### config.mk
export PLATFORM = sky130hd
export DESIGN_NAME = port_e_bus_control_pin_select
export DESIGN_NICKNAME = d
export VERILOG_FILES = /design/src/verilog/pin_select_pkg.sv /design/src/verilog/port_e_bus_control_pin_select.sv /design/src/verilog/slow_divider.sv
export SDC_FILE = /design/constraint.sdc
export NUM_CORES = 1
export LEC_CHECK = 0
export CAP_MARGIN = 20
export CORE_MARGIN = 1.5
export CORE_UTILIZATION = 50
export CTS_CLUSTER_SIZE = 25
export DETAILED_ROUTE_END_ITERATION = 8
export DONT_BUFFER_PORTS = 1
export PLACE_DENSITY = 0.61
export RECOVER_POWER = 100
export SYNTH_ARGS = -nofsm -noshare
export SYNTH_HDL_FRONTEND = slang
export SYNTH_HIERARCHICAL = 1
export SYNTH_SLANG_ARGS = --single-unit
### constraint.sdc
create_clock -name clk -period 2.3 [get_ports clk]
set_clock_uncertainty 0.05 [all_clocks]
set_input_delay 0.115 -clock clk [delete_from_list [all_inputs] [get_ports clk]]
set_output_delay 0.115 -clock clk [all_outputs]
set_load 0.05 [all_outputs]
### src/verilog/pin_select_pkg.sv
// Operation
// - Drive window strobe goes low only while bus clock is high.
// - Stretched access: strobe only in final quarter of last stretch cycle.
// - Strobe reaches the shared pin only when strobe disable is clear.
// - Expanded mode after reset enables the strobe function.
// - Inverted bus clock tracks bus clock exactly, stretches included, opposite polarity.
// - Strobe disable plus inverted clock select choose strobe or inverted clock.
// - Trim reference puts the slow divider clock on the shared pin.
// - Slow divider runs at reference rate after reset, always 50% duty.
// - Enabled strobe function overrides an enabled trim reference.
// - Clearing trim reference enable stops driving it on the pin.
// - Clock test enable routes clocks under test to bit six pin.
// - Test clocks only when queue tracking output enable is clear.
// - Bus clock is presented on its own output pin.
package pin_select_pkg;

  localparam logic [7:0] CTRL_OFF    = 8'h00;
  localparam logic [7:0] DIV_OFF     = 8'h04;
  localparam logic [7:0] STATUS_OFF  = 8'h08;

  localparam int         CTRL_WIDTH  = 7;
  localparam int         DIV_WIDTH   = 8;
  localparam logic [7:0] DIV_RESET   = 8'h00;
  localparam logic [1:0] LAST_PHASE  = 2'h3;
  localparam logic [1:0] HIGH_PHASE  = 2'h2;

  localparam logic [1:0] RESP_OKAY   = 2'h0;
  localparam logic [1:0] RESP_SLVERR = 2'h2;

  typedef struct packed {
    logic [1:0] stretch;
    logic       queueTrackingOutputEnable;
    logic       clockTestEnable;
    logic       trimReferenceEnable;
    logic       invertedClockSelect;
    logic       strobeDisable;
  } ctrl_t;

  localparam ctrl_t CTRL_RESET = ctrl_t'(7'h01);

  typedef struct packed {
    logic out;
    logic oe;
  } pin_t;

endpackage

### src/verilog/port_e_bus_control_pin_select.sv
// Decided for this implementation: the register addresses and the AXI4-Lite interface to the registers.
`timescale 1ns/10ps
module port_e_bus_control_pin_select
  import pin_select_pkg::*;
(
  input  wire logic        clk,
  input  wire logic        rst,
  input  wire logic [7:0]  s_axi_awaddr,
  input  wire logic        s_axi_awvalid,
  output logic             s_axi_awready,
  input  wire logic [31:0] s_axi_wdata,
  input  wire logic [3:0]  s_axi_wstrb,
  input  wire logic        s_axi_wvalid,
  output logic             s_axi_wready,
  output logic [1:0]       s_axi_bresp,
  output logic             s_axi_bvalid,
  input  wire logic        s_axi_bready,
  input  wire logic [7:0]  s_axi_araddr,
  input  wire logic        s_axi_arvalid,
  output logic             s_axi_arready,
  output logic [31:0]      s_axi_rdata,
  output logic [1:0]       s_axi_rresp,
  output logic             s_axi_rvalid,
  input  wire logic        s_axi_rready,
  input  wire logic        expandedModePin,
  input  wire logic        clockUnderTest,
  input  wire logic        extAccess,
  input  wire pin_t        portBitSeven,
  input  wire pin_t        portBitSix,
  output logic             busClockOut,
  output pin_t             portEBitSeven,
  output pin_t             portEBitSix
);

  ctrl_t          ctrl_q;
  logic [7:0]     div_q;
  logic           modeMeta_q;
  logic           modeSync_q;
  logic           testMeta_q;
  logic           testSync_q;
  logic           captured_q;
  logic           expanded_q;
  logic [1:0]     phase_q;
  logic [1:0]     rem_q;
  logic           inStretch_q;
  logic           busDriveWindowN_q;
  logic           slowDividerClock;
  logic [7:0]     awAddr_q;
  logic [31:0]    wData_q;
  logic           wLane0_q;

  // Bus cycle timing: four clk quarters per bus clock period
  logic [1:0]     phaseD;
  logic [1:0]     remD;
  logic           inStretchD;
  logic           boundary;
  logic           eclkD;
  logic           strobeLowD;

  assign boundary   = (phase_q == LAST_PHASE);
  assign phaseD     = phase_q + 2'h1;
  assign remD       = !boundary ? rem_q
                    : (rem_q != 2'h0) ? rem_q - 2'h1
                    : (extAccess ? ctrl_q.stretch : 2'h0);
  assign inStretchD = !boundary ? inStretch_q : (rem_q != 2'h0);
  // Stretch holds the clock high through every extra cycle
  assign eclkD      = (phaseD >= HIGH_PHASE) | inStretchD;
  assign strobeLowD = eclkD && (remD == 2'h0)
                      && (!inStretchD || phaseD == LAST_PHASE);

  always_ff @(posedge clk) begin
    if (rst) begin
      phase_q           <= 2'h0;
      rem_q             <= 2'h0;
      inStretch_q       <= 1'b0;
      busClockOut       <= 1'b0;
      busDriveWindowN_q <= 1'b1;
    end else begin
      phase_q           <= phaseD;
      rem_q             <= remD;
      inStretch_q       <= inStretchD;
      busClockOut       <= eclkD;
      busDriveWindowN_q <= ~strobeLowD;
    end
  end

  // Mode strap and clock-under-test inputs cross in through two flops
  always_ff @(posedge clk) begin
    modeMeta_q <= expandedModePin;
    modeSync_q <= modeMeta_q;
    testMeta_q <= clockUnderTest;
    testSync_q <= testMeta_q;
  end

  slow_divider #(.W(DIV_WIDTH)) u_div (
    .clk              (clk),
    .rst              (rst),
    .setting          (div_q),
    .slowDividerClock (slowDividerClock)
  );

  // Pin function selection
  logic strobeOn;
  logic invOn;
  logic trimOn;
  logic testOn;
  pin_t sevenD;
  pin_t sixD;

  assign strobeOn = !ctrl_q.strobeDisable && !ctrl_q.invertedClockSelect;
  assign invOn    = !ctrl_q.strobeDisable && ctrl_q.invertedClockSelect;
  assign trimOn   = ctrl_q.strobeDisable && ctrl_q.trimReferenceEnable;
  assign testOn   = ctrl_q.clockTestEnable && !ctrl_q.queueTrackingOutputEnable;

  assign sevenD = strobeOn ? pin_t'{out: ~strobeLowD, oe: 1'b1}
                : invOn    ? pin_t'{out: ~eclkD, oe: 1'b1}
                : trimOn   ? pin_t'{out: slowDividerClock, oe: 1'b1}
                : portBitSeven;
  assign sixD   = testOn ? pin_t'{out: testSync_q, oe: 1'b1} : portBitSix;

  always_ff @(posedge clk) begin
    if (rst) begin
      portEBitSeven <= '{out: 1'b1, oe: 1'b0};
      portEBitSix   <= '{out: 1'b0, oe: 1'b0};
    end else begin
      portEBitSeven <= sevenD;
      portEBitSix   <= sixD;
    end
  end

  // AXI4-Lite slave, one write and one read at a time
  logic        doWrite;
  logic        wrHit;
  logic [31:0] readMux;
  logic [1:0]  readResp;
  logic [31:0] statusWord;

  // Write and read answer from the same address map
  function automatic logic isMapped(input logic [7:0] addr);
    return (addr == CTRL_OFF) || (addr == DIV_OFF) || (addr == STATUS_OFF);
  endfunction

  assign doWrite    = !s_axi_awready && !s_axi_wready && !s_axi_bvalid;
  assign wrHit      = isMapped(awAddr_q);
  assign statusWord = {26'h0, portEBitSix.out, portEBitSeven.out, busClockOut,
                       ~busDriveWindowN_q, slowDividerClock, expanded_q};
  assign readMux    = (s_axi_araddr == CTRL_OFF)   ? {25'h0, ctrl_q}
                    : (s_axi_araddr == DIV_OFF)    ? {24'h0, div_q}
                    : (s_axi_araddr == STATUS_OFF) ? statusWord : 32'h0;
  assign readResp   = isMapped(s_axi_araddr) ? RESP_OKAY : RESP_SLVERR;

  always_ff @(posedge clk) begin
    if (rst) begin
      s_axi_awready <= 1'b1;
      s_axi_wready  <= 1'b1;
      s_axi_bvalid  <= 1'b0;
      s_axi_bresp   <= RESP_OKAY;
      awAddr_q      <= 8'h00;
      wData_q       <= 32'h0;
      wLane0_q      <= 1'b0;
    end else begin
      if (s_axi_awvalid && s_axi_awready) begin
        s_axi_awready <= 1'b0;
        awAddr_q      <= s_axi_awaddr;
      end
      if (s_axi_wvalid && s_axi_wready) begin
        s_axi_wready <= 1'b0;
        wData_q      <= s_axi_wdata;
        wLane0_q     <= s_axi_wstrb[0];
      end
      if (doWrite) begin
        s_axi_bvalid <= 1'b1;
        s_axi_bresp  <= wrHit ? RESP_OKAY : RESP_SLVERR;
      end
      if (s_axi_bvalid && s_axi_bready) begin
        s_axi_bvalid  <= 1'b0;
        s_axi_awready <= 1'b1;
        s_axi_wready  <= 1'b1;
      end
    end
  end

  always_ff @(posedge clk) begin
    if (rst) begin
      s_axi_arready <= 1'b1;
      s_axi_rvalid  <= 1'b0;
      s_axi_rdata   <= 32'h0;
      s_axi_rresp   <= RESP_OKAY;
    end else if (s_axi_arvalid && s_axi_arready) begin
      s_axi_arready <= 1'b0;
      s_axi_rvalid  <= 1'b1;
      s_axi_rdata   <= readMux;
      s_axi_rresp   <= readResp;
    end else if (s_axi_rvalid && s_axi_rready) begin
      s_axi_rvalid  <= 1'b0;
      s_axi_arready <= 1'b1;
    end
  end

  // Mode strap taken once, the first cycle after reset release
  always_ff @(posedge clk) begin
    if (rst) begin
      ctrl_q     <= CTRL_RESET;
      div_q      <= DIV_RESET;
      captured_q <= 1'b0;
      expanded_q <= 1'b0;
    end else begin
      if (!captured_q) begin
        captured_q           <= 1'b1;
        expanded_q           <= modeSync_q;
        ctrl_q.strobeDisable <= ~modeSync_q;
      end else if (doWrite && wLane0_q && awAddr_q == CTRL_OFF) begin
        ctrl_q <= ctrl_t'(wData_q[CTRL_WIDTH-1:0]);
      end else if (doWrite && wLane0_q && awAddr_q == DIV_OFF) begin
        div_q <= wData_q[DIV_WIDTH-1:0];
      end
    end
  end
endmodule

### src/verilog/slow_divider.sv
`timescale 1ns/10ps
module slow_divider
  import pin_select_pkg::*;
#(
  parameter int W = DIV_WIDTH
) (
  input  wire logic         clk,
  input  wire logic         rst,
  input  wire logic [W-1:0] setting,
  output logic              slowDividerClock
);

  logic [W-1:0] count_q;
  logic         wrap;

  // Toggle every setting+1 cycles: equal halves at any setting
  assign wrap = (count_q >= setting);

  always_ff @(posedge clk) begin
    if (rst) begin
      count_q          <= '0;
      slowDividerClock <= 1'b0;
    end else begin
      count_q          <= wrap ? '0 : count_q + W'(1);
      slowDividerClock <= wrap ? ~slowDividerClock : slowDividerClock;
    end
  end
endmodule

==> results of run 1 <==
-- report_power, final --
part           internal, mW  switching (mW)  total, mW  leakage, nW
combinational         0.105           0.205      0.310        0.856
sequential             1.31          0.0758       1.39        0.597
clock                 0.589           0.446       1.04        0.107
-- placed cells by master, fill, tap and decap left out, drive strengths merged, types with 11 or more instances in the layout --
| master | Yosys | layout |
|---|---|---|
| inv | 16 | 16 |
| conb | 1 | 26 |
| dlygate4sd3 | 0 | 42 |
| nor2 | 50 | 50 |
| nand2 | 33 | 33 |
| clkbuf | 12 | 21 |
| a21oi | 32 | 32 |
| nand3 | 19 | 19 |
| ha | 11 | 11 |
| mux2i | 23 | 23 |
| dfxtp | 73 | 73 |
-- cell usage after synthesis, drive strengths merged, types with 2 or more instances --
library cell / count
a21oi: 32
or3: 2
nor3: 4
or4: 3
nor2b: 5
o2bb2ai: 6
o211ai: 3
nand2: 33
o21ai: 7
ha: 11
buf: 27
nand2b: 3
clkbuf: 12
and4b: 2
mux2i: 23
dfxtp: 73
xnor2: 4
inv: 16
nor4: 2
nor3b: 3
a211oi: 2
xor2: 2
a22oi: 6
nor2: 50
nand3: 19
nand4: 4
-- logic make-up after synthesis --
group / count (synthesis) / share of synthesized area [%]
AND/OR/NAND/NOR: 135 / 19.65
adder cells (fa/ha/maj): 11 / 4.272
XOR/XNOR: 6 / 1.631
AO/OA/AOI/OAI: 61 / 12.00
multiplexers: 24 / 7.495
flip-flops: 73 / 45.36
other: 1 / 0.1164
buffers and inverters: 55 / 9.476
-- final cells by class --
cell class	instances	share of cell area, %
repair buffers	51	12.08
flip-flops and latches	73	38.13
clock buffers	14	4.505
clock inverters	2	0.9141
well taps	77	2.514
multi-input cells	263	40.29
inverters	16	1.567
-- routing by layer --
metal | vias to the layer above | share of wire (%) | GRT usage, %
met2 | 91 | 45 | 30.89
li1 | 1297 | - | -
met3 | 14 | 6.0 | 5.070
met1 | 1140 | 47 | 25.57
met5 | - | 0 | 0
met4 | 0 | 1.9 | 9.394
-- flip-flops by register name (all words and copies together), names as in the netlist, 2 cells and up --
| name | flops |
|---|---|
| s_axi_rdata | 8 |
| phase_q | 2 |
| u_div/count_q | 8 |
| rem_q | 2 |
| wData_q | 8 |
| portEBitSeven | 2 |
| awAddr_q | 8 |
| div_q | 8 |
| portEBitSix | 2 |
| ctrl_q | 7 |
-- worst paths after layout --
check | startpoint | end | cells past startpoint
worst max-delay path | s_axi_awready$_SDFFE_PP1P_ | awAddr_q[4]$_SDFFE_PP0P_ | 4
worst min-delay path | s_axi_araddr[3] | s_axi_rdata[1]$_SDFFE_PP0P_ | 3
worst max register to register | s_axi_awready$_SDFFE_PP1P_ | awAddr_q[4]$_SDFFE_PP0P_ | 4
worst min register to register | modeMeta_q$_DFF_P_ | modeSync_q$_DFF_P_ | 0
-- stage by stage --
step	hold WS [ns]	setup WS (ns)	instance area, um^2	cells	util [%]
6_report	0.01776	0.2270	3832	496	61.05
5_1_grt	0.03113	0.1091	3832	496	61.05
3_5_place_dp	0.09275	0.3894	3227	437	51.41
3_3_place_gp	0.09276	0.3942	3227	437	51.41
2_1_floorplan	0.09272	0.4129	3316	391	-
4_1_cts	0.000004052	0.3621	3882	496	61.85
-- worst register-to-register path, delay by kind of cell (launching register included) --
| family | cells | cell delay, ns |
|---|---|---|
| AOI/OAI and AO/OA | 1 | 0.12 |
| buffers and inverters | 2 | 1.00 |
| DFF | 1 | 0.66 |
| and+or+nand+nor | 1 | 0.16 |
-- what timing repair did --
action / in CTS / in global routing
endpoints found under the setup margin: 0 / 0
hold buffers: 43 / 0
endpoints found under the hold margin: 71 / 0
==> metrics.md, run 1 <==
| Metric | Value |
|---|---|
| Final Cycle Share | 90.13% |
| CP peak stage delay | 0.66 ns |
| Number of global-route vias before repair | 2295 |
| Largest net degree at the start of global routing | 62 |
| Peak VDD IR | 465.5 uV |
| CP Data Required Time | 2.51 ns |
| Total CTS buffers | 9 |
| Nets | 491 |
| Initial core utilization | 51.33% |
| Die area | 6934 um^2 |
| Register area | 1461 um^2 |
| All-Layer GR Usage | 19.78% |
| Root buf cell | clkbuf_8 |
| Cell leakage power | 1.559 nW |
| Via Count | 2542 |
| Commonest register cell after synthesis | dfxtp_1 |
| Footprint of the multi-input gates | 1544 um^2 |
| Fin. Hold Viols | 0 |
| Max clock buf depth | 2 |
| Io pins | 112 |
| Total negative slack | 0 ns |
| Area growth, synth to finish | 18.95% |
| Core ar. | 6277 um^2 |
| I/O Buffers | 0 |
| GRT Residual Overflow | 0 |
| EDFF count, synth | 0 |
| Post-CTS Setup Bufs | 0 |
| Worst path top cell family by delay | buffers and inverters |
| Crit-path max FO | 10 |
| Leading area contributor after synthesis | dfxtp_1 |
| Slew Viols, Final | 0 |
| CTS Sinks | 73 |
| Inserted Diodes | 0 |
| Die X | 83.27 um |
| Fill count | 562 |
| Max_cap viols | 0 |
| Worst path slowest cell | dfxtp_1 |
| Total power | 2.733 mW |
| CTS tree | built |
| WL final | 6642 um |
| Drt initial violations | 92 |
| Pwr Density | 713.2 nW/um^2 |
| Via density | 5.125 |
| Startpoint types | flop |
| Worst-margin pin slew | 1.244 ns |
| CP bufs+invs | 2 |
| Gate Count Post-Synth | 366 |
| Top post-synthesis cells by area | dfxtp_1 45%, mux2i_1 7.1%, buf_4 6.1% |
| DRC Markers | 0 |
| RSZ-0062 raised after global routing | no |
| Hpwl dp | 4289 um |
| Synthesized flop and latch total | 73 |
| Slew margin rel. | 17.08% |
| Reg2reg setup slack | 0.23 ns |
| Crit path cell chain | clkbuf_1, nand3_1, dlygate4sd3_1, a21oi_1 |
| First-pass GRT wire length | 10830 um |
| Min cycle time layout | 2.073 ns |
| CP endpoint kind | flop |
| Routed Antenna Nets | 0 |
| CTS HTree Levels | 3 |
| Synthesized area | 3222 um^2 |
| Status | complete, no violations |
| # setup viols final | 0 |
| Routability cong. | 0.7691 |
| Routed len/inst | 13.39 um |
| # rows | 29 |
| Synth async-reset ratio | 0% |
| Clock latency on the worst-skew pair | 0.35 ns |
| Synth warn | 6 |
| Initial antenna violation count | 0 |
| Crit path DAT | 2.28 ns |
| Sequential fraction of the synthesis area | 45.36% |
| Mapped Avg Cell Area | 8.803 um^2 |
| Netlist cell types | 42 |
| Drt first pass iters | 4 |
| Die Height | 83.27 um |
| Worst hold path class | in2reg |
| Share of the synthesized area in the top cell type | 45.36% |
| Kind of critical path | reg2reg |
| Fraction of layout cells with a size suffix above 1 | 5.012% |
| Post-cts sizing count | 0 |
| Fmax | 482.4 MHz |
| Clock transition at path regs | 0.07 ns |
No activity file was read; power rests on OpenSTA's default activity.
==> inputs of run 2 (changes only) <==
--- a/config.mk
+++ b/config.mk
@@ -7,11 +7,11 @@
 export LEC_CHECK = 0
 export CAP_MARGIN = 20
 export CORE_MARGIN = 1.5
-export CORE_UTILIZATION = 50
+export CORE_UTILIZATION = 62
 export CTS_CLUSTER_SIZE = 25
 export DETAILED_ROUTE_END_ITERATION = 8
 export DONT_BUFFER_PORTS = 1
-export PLACE_DENSITY = 0.61
+export PLACE_DENSITY = 0.74
 export RECOVER_POWER = 100
 export SYNTH_ARGS = -nofsm -noshare
 export SYNTH_HDL_FRONTEND = slang
==> constraint.sdc (replaced) <==
create_clock -name clk -period 1.95 [get_ports clk]
set_clock_uncertainty 0.05 [all_clocks]
set_input_delay 0.0975 -clock clk [delete_from_list [all_inputs] [get_ports clk]]
set_output_delay 0.0975 -clock clk [all_outputs]
set_load 0.05 [all_outputs]
==> run 2 against run 1 <==
Compared with the run above: routed wire length is 9.8% higher; sequential power is 17% higher; count of clock-buffer cells in the layout is 4 lower.
==> metrics.md, run 2 (same netlist as run 1, synthesis figures left out) <==
| Metric | Value |
|---|---|
| Status | complete, no violations (unchanged) |
| Clock latency on the worst-skew pair | 0.35 ns (about the same) |
| Die Height | 75.09 um (was 83.27 um) |
| Post-CTS Setup Bufs | 0 (unchanged) |
| I/O Buffers | 0 (unchanged) |
| All-Layer GR Usage | 26.91% (was 19.78%) |
| Initial core utilization | 63.90% (was 51.33%) |
| Die X | 75.09 um (was 83.27 um) |
| # rows | 26 (was 29) |
| Routed len/inst | 14.76 um (was 13.39 um) |
| CTS HTree Levels | 3 (unchanged) |
| Reg2reg start | s_axi_awready$_SDFFE_PP1P_ (unchanged) |
| Most frequent cells in the layout | 73 x dfxtp_1, 50 x nor2_1, 39 x dlygate4sd3_1 (was 73 x dfxtp_1, 50 x nor2_1, 42 x dlygate4sd3_1) |
| Min cycle time layout | 1.893 ns (was 2.073 ns) |
| CP endpoint kind | flop (unchanged) |
| Fin. Hold Viols | 0 (unchanged) |
| Crit-path max FO | 10 (unchanged) |
| Hold Crit Endpoint | s_axi_rdata[6]$_SDFFE_PP0P_ (was s_axi_rdata[1]$_SDFFE_PP0P_) |
| Die area | 5638 um^2 (was 6934 um^2) |
| Max clock buf depth | 2 (unchanged) |
| Nets | 496 (was 491) |
| Total negative slack | 0 ns (unchanged) |
| Commonest non-fill, non-tap cell in the layout | dfxtp_1 (unchanged) |
| Largest net degree at the start of global routing | 62 (unchanged) |
| Setup ws final | 0.05699 ns (was 0.2270 ns) |
| Min-delay src | s_axi_araddr[0] (was s_axi_araddr[3]) |
| Slew margin rel. | 19.93% (was 17.08%) |
| Number of global-route vias before repair | 2384 (was 2295) |
| GRT Residual Overflow | 0 (unchanged) |
| Inserted Diodes | 0 (unchanged) |
| RSZ-0062 raised after global routing | no (unchanged) |
| Via Count | 2657 (was 2542) |
| DRC Markers | 0 (unchanged) |
| WL final | 7293 um (was 6642 um) |
| Via density | 5.379 (was 5.125) |
| Io pins | 112 (unchanged) |
| Kind of critical path | reg2reg (unchanged) |
| Slew Viols, Final | 0 (unchanged) |
| Hpwl dp | 4366 um (was 4289 um) |
| Worst-margin pin slew | 1.201 ns (was 1.244 ns) |
| R2R cell count | 4 (unchanged) |
| Crit path DAT | 2.11 ns (was 2.28 ns) |
| Reg2reg setup slack | 0.06 ns (was 0.23 ns) |
| Max_cap viols | 0 (unchanged) |
| Fraction of layout cells with a size suffix above 1 | 6.368% (was 5.012%) |
| Reg2reg end | awAddr_q[0]$_SDFFE_PP0P_ (was awAddr_q[4]$_SDFFE_PP0P_) |
| # setup viols final | 0 (unchanged) |
| Final Cycle Share | 97.08% (was 90.13%) |
| Pre-CTS setup slack | 0.1467 ns (was 0.3894 ns) |
| Pwr Density | 851.8 nW/um^2 (was 713.2 nW/um^2) |
| Startpoint types | flop (unchanged) |
| Routability cong. | 0.7901 (was 0.7691) |
| Drt first pass iters | 4 (unchanged) |
| Area growth, synth to finish | 19.34% (was 18.95%) |
| Cell leakage power | 1.572 nW (was 1.559 nW) |
| Root buf cell | clkbuf_8 (unchanged) |
| CP Data Required Time | 2.16 ns (was 2.51 ns) |
| CTS tree | built (unchanged) |
| Total CTS buffers | 9 (unchanged) |
| Fmax | 528.3 MHz (was 482.4 MHz) |
| Peak VDD IR | 760.4 uV (was 465.5 uV) |
| CTS Sinks | 73 (unchanged) |
| First-pass GRT wire length | 11000 um (was 10830 um) |
| Worst hold path class | in2reg (unchanged) |
| Initial antenna violation count | 0 (unchanged) |
| Clock transition at path regs | 0.07 ns (about the same) |
| Routed Antenna Nets | 0 (unchanged) |
| Core ar. | 5042 um^2 (was 6277 um^2) |
| Drt initial violations | 150 (was 92) |
| Worst hold path depth | 3 (unchanged) |
run 2: power breakdown:
part / internal (mW) / switching (mW)
Clock: 0.713 / 0.548
Combinational: 0.122 / 0.276
Sequential: 1.55 / 0.0690
run 2: layer usage:
layer  up-vias  global-route usage [%]  wire length [um]  part of all wire, %
met2        92                   44.64              3557                   49
li1       1317                       -                 -                    -
met1      1232                   32.47              3089                   42
met5         -                       0                 0                    0
met3        16                   6.426               443                  6.1
met4         0                   13.74               204                  2.8
run 2: worst max path at each step:
stage / start / to / slack (ns) / cells after the start
3_3_place_gp: s_axi_awready$_SDFFE_PP1P_ / div_q[3]$_SDFFE_PP0P_ / 0.20 / 5
2_1_floorplan: s_axi_bvalid$_SDFFE_PP0N_ / div_q[5]$_SDFFE_PP0P_ / 0.06 / 4
5_1_grt: s_axi_awready$_SDFFE_PP1P_ / awAddr_q[0]$_SDFFE_PP0P_ / 0.02 / 4
6_report: s_axi_awready$_SDFFE_PP1P_ / awAddr_q[0]$_SDFFE_PP0P_ / 0.06 / 4
4_1_cts: s_axi_awready$_SDFFE_PP1P_ / div_q[2]$_SDFFE_PP0P_ / 0.12 / 5
3_5_place_dp: s_axi_awready$_SDFFE_PP1P_ / ctrl_q[0]$_SDFFE_PP1P_ / 0.15 / 4
run 2: timing repair:
item / CTS / global route
endpoints found under the setup margin: 0 / 15
resized for setup: 0 / 1
endpoints found under the hold margin: 71 / 0
hold buffers: 40 / 0
run 2: final cells by class:
type | instances | area (um^2)
tap | 70 | 87.58
fill | 374 | 1197
multi-input combinational | 263 | 1554
clock inverter | 6 | 82.58
sequential | 73 | 1461
inverter | 16 | 60.06
clock buffer | 10 | 127.6
timing repair buffer | 56 | 471.7
run 2: worst max-delay path: stages (launching register included):
cell and delay, ns:
dfxtp_1 0.69, buf_4 0.28, nand3_1 0.08, dlygate4sd3_1 0.57, a21oi_1 0.14
run 2: per-stage QoR:
stage | std cells | cell area [um^2] | total power [mW] | util (%) | hold WS, ns
6_report | 494 | 3845 | 3.275 | 76.25 | 0.02909
5_1_grt | 494 | 3845 | 3.390 | 76.25 | 0.03721
4_1_cts | 494 | 3906 | 3.280 | 77.47 | 0.01587
3_5_place_dp | 438 | 3278 | 1.952 | 65.01 | 0.07526
3_3_place_gp | 438 | 3278 | 1.945 | 65.01 | 0.07526
2_1_floorplan | 391 | 3316 | 1.963 | - | 0.07522
==> inputs of run 3 (changes only) <==
--- a/config.mk
+++ b/config.mk
@@ -15,5 +15,4 @@
 export RECOVER_POWER = 100
 export SYNTH_ARGS = -nofsm -noshare
 export SYNTH_HDL_FRONTEND = slang
-export SYNTH_HIERARCHICAL = 1
 export SYNTH_SLANG_ARGS = --single-unit
==> run 3 against run 2 <==
Compared with the run above: global-route usage increased by 1.5 points; synthesized area grew 1.1%; cell area grew 2.8%; total power rose by 4.2%; critical path depth is 1 higher; worst hold slack worse by 0.017 ns; worst setup slack gained 0.039 ns; routed wire length increased by 7.7%; sequential share of layout area fell by 1.0 points; flip-flop and latch count is the same; critical path type unchanged; largest cell class unchanged; largest power group unchanged.
==> metrics.md, run 3 <==
| Metric | Value |
|---|---|
| Worst hold path depth | 4 (was 3) |
| Register area | 1461 um^2 (unchanged) |
| Total CTS buffers | 9 (unchanged) |
| Net Sw Power | 0.9433 mW (was 0.8937 mW) |
| Routed len/inst | 15.34 um (was 14.76 um) |
| CP endpoint kind | flop (unchanged) |
| Setup ws final | 0.09553 ns (was 0.05699 ns) |
| Pre-CTS setup slack | 0.06401 ns (was 0.1467 ns) |
| Pint | 2.468 mW (was 2.382 mW) |
| Sequential fraction of the synthesis area | 44.85% (was 45.36%) |
| I/O Buffers | 0 (unchanged) |
| Non-Filler Instances | 512 (was 494) |
| Hpwl dp | 4463 um (was 4366 um) |
| Initial antenna violation count | 0 (unchanged) |
| Crit path DAT | 2.08 ns (was 2.11 ns) |
| Number of global-route vias before repair | 2576 (was 2384) |
| Logic gate share of total power | 13.4% (was 12.2%) |
| Netlist cell types | 43 (was 42) |
| Die Height | 75.49 um (was 75.09 um) |
| R2R cell count | 5 (was 4) |
| CTS tree | built (unchanged) |
| Most frequent cells in the layout | 73 x dfxtp_1, 46 x nor2_1, 42 x dlygate4sd3_1 (was 73 x dfxtp_1, 50 x nor2_1, 39 x dlygate4sd3_1) |
| Share of total power in sequential cells | 47.1% (was 49.3%) |
| Max clock buf depth | 2 (unchanged) |
| Startpoint types | flop (unchanged) |
| Status | complete, no violations (unchanged) |
| Crit-path max FO | 10 (unchanged) |
| EDFF count, synth | 0 (unchanged) |
| All-Layer GR Usage | 28.39% (was 26.91%) |
| Area growth, synth to finish | 21.35% (was 19.34%) |
| Sw Share | 27.65% (was 27.29%) |
| Die X | 75.49 um (was 75.09 um) |
| CTS Sinks | 73 (unchanged) |
| Fill count | 369 (was 374) |
| First-pass GRT wire length | 11840 um (was 11000 um) |
| # setup viols final | 0 (unchanged) |
| Nets | 514 (was 496) |
| Slew margin rel. | 53.12% (was 19.93%) |
| Die area | 5699 um^2 (was 5638 um^2) |
| Synth warn | 0 (was 6) |
| GRT Residual Overflow | 0 (unchanged) |
| Drt initial violations | 119 (was 150) |
| Final Cycle Share | 95.10% (was 97.08%) |
| Synthesized flop and latch total | 73 (unchanged) |
| RSZ-0062 raised after global routing | no (unchanged) |
| Top cells by count, synth | 73 x dfxtp_1, 46 x nor2_1, 35 x a21oi_1 (was 73 x dfxtp_1, 50 x nor2_1, 33 x nand2_1) |
| Top-count cell post-synth | dfxtp_1 (unchanged) |
| Min cycle time layout | 1.854 ns (was 1.893 ns) |
| Root buf cell | clkbuf_8 (unchanged) |
| # rows | 26 (unchanged) |
| Pwr Density | 862.9 nW/um^2 (was 851.8 nW/um^2) |
| CP Data Required Time | 2.18 ns (was 2.16 ns) |
| Synthesized area | 3258 um^2 (was 3222 um^2) |
| Worst hold slack | 0.01199 ns (was 0.02909 ns) |
| Clk pwr share | 39.6% (was 38.5%) |
| Fin. Hold Viols | 0 (unchanged) |
| Placed Cells | 452 (was 438) |
| Crit path cell chain | buf_4, and2_1, nand4_1, dlygate4sd3_1, a21oi_1 (was buf_4, nand3_1, dlygate4sd3_1, a21oi_1) |
| Core ar. | 5075 um^2 (was 5042 um^2) |
| Initial core utilization | 64.20% (was 63.90%) |
| CTS HTree Levels | 3 (unchanged) |
| Via Count | 2826 (was 2657) |
| DRC Markers | 0 (unchanged) |
| Total power | 3.412 mW (was 3.275 mW) |
| Worst path slowest cell | dlygate4sd3_1 (was dfxtp_1) |
| Drt first pass iters | 4 (unchanged) |
| Worst hold path class | in2reg (unchanged) |
| Routed Antenna Nets | 0 (unchanged) |
| Leading area contributor after synthesis | dfxtp_1 (unchanged) |
| Footprint of the multi-input gates | 1569 um^2 (was 1554 um^2) |
| Gate Count Post-Synth | 380 (was 366) |
| Slew Viols, Final | 0 (unchanged) |
| Mapped Avg Cell Area | 8.574 um^2 (was 8.803 um^2) |
| Clock latency on the worst-skew pair | 0.34 ns (was 0.35 ns) |
| Cell leakage power | 1.684 nW (was 1.572 nW) |
| Kind of critical path | reg2reg (unchanged) |
| Fraction of layout cells with a size suffix above 1 | 7.466% (was 6.368%) |
| Io pins | 112 (unchanged) |
| Via density | 5.520 (was 5.379) |
| Synth async-reset ratio | 0% (unchanged) |
| Max_cap viols | 0 (unchanged) |
| WL final | 7852 um (was 7293 um) |
| Commonest non-fill, non-tap cell in the layout | dfxtp_1 (unchanged) |
| CP peak stage delay | 0.58 ns (was 0.69 ns) |
| Worst-margin pin slew | 0.7032 ns (was 1.201 ns) |
| Total negative slack | 0 ns (unchanged) |
| Inserted Diodes | 0 (unchanged) |
| Routability cong. | 0.8749 (was 0.7901) |
| Largest net degree at the start of global routing | 54 (was 62) |
| Top post-synthesis cells by area | dfxtp_1 45%, buf_4 6.0%, a21oi_1 5.4% (was dfxtp_1 45%, mux2i_1 7.1%, buf_4 6.1%) |
| Clock transition at path regs | 0.07 ns (about the same) |
| Commonest register cell after synthesis | dfxtp_1 (unchanged) |
| Peak VDD IR | 609.7 uV (was 760.4 uV) |
| Share of the synthesized area in the top cell type | 44.85% (was 45.36%) |
| Fmax | 539.2 MHz (was 528.3 MHz) |
-- run 3: cell types whose count changed after synthesis, sizes merged, moves of 3 or more --
cell	previous run	this run
o2bb2ai	6	0
a31oi	1	5
inv	16	19
nor2b	5	1
nor2	50	46
o21ai	7	15
nand3	19	24
mux2i	23	17
a21oi	32	35
o21a	0	3
nor3	4	9
a22oi	6	0
-- run 3: worst paths after layout --
kind	from	to	slack [ns]
setup / recovery	s_axi_arready$_SDFFE_PP1P_	s_axi_rdata[7]$_SDFFE_PP0P_	0.1
setup reg to reg	s_axi_arready$_SDFFE_PP1P_	s_axi_rdata[7]$_SDFFE_PP0P_	0.1
hold / removal	s_axi_araddr[3]	s_axi_rdata[0]$_SDFFE_PP0P_	0.01
hold reg to reg	modeMeta_q$_DFF_P_	modeSync_q$_DFF_P_	0.28
-- run 3: power groups by stage --
stage               sequential (mW)  combinational (mW)  clock, mW
floorplan                      1.71               0.294          0
global placement               1.64               0.360          0
detailed placement             1.64               0.364          0
CTS                            1.60               0.456       1.35
global route                   1.61               0.489       1.43
finish                         1.61               0.456       1.35
-- run 3: cells by family (layout without fill, tap and decap cells) --
logic type	after synthesis	in the layout	share of synthesized area, %
xor+xnor	6	6	1.613
flops	73	73	44.85
compound gates	67	67	11.71
mux	19	19	5.914
simple gates	143	143	21.66
buf+inv	60	97	9.908
other cells	1	26	0.1151
fa+ha+maj	11	11	4.224
-- run 3: critical path, delay by kind of cell, from the launching register on --
| kind | cells | cell delay [ns] |
|---|---|---|
| buffers and inverters | 2 | 0.80 |
| DFF | 1 | 0.35 |
| AOI/OAI and AO/OA | 1 | 0.14 |
| and+or+nand+nor | 2 | 0.46 |
-- run 3: layout make-up --
class | instances | share of cell area [%]
multi-input cells | 272 | 39.68
flip-flops and latches | 73 | 36.96
repair buffers | 62 | 13.54
clock buffers | 11 | 3.829
well taps | 70 | 2.215
clock inverters | 5 | 1.962
inverters | 19 | 1.804
-- run 3: metal layers --
layer  track usage, %  share of wire, %  wire length (um)
met3            5.952               6.1               476
met1            32.86                42              3321
met4            15.48               2.8               216
met2            49.03                49              3838
met5                0                 0                 0
-- run 3: repair_timing --
item | CTS | global route
setup endpoints to repair | 0 | 10
hold buffers | 43 | 0
buffers inserted | 0 | 1
gates resized for setup | 0 | 1
hold endpoints to repair | 62 | 0
-- run 3: stage by stage --
stage / utilization [%] / instance area, um^2
floorplan: - / 3352
global placement: 65.48 / 3323
detailed placement: 65.48 / 3323
CTS: 78.67 / 3993
global route: 77.91 / 3954
finish: 77.91 / 3954
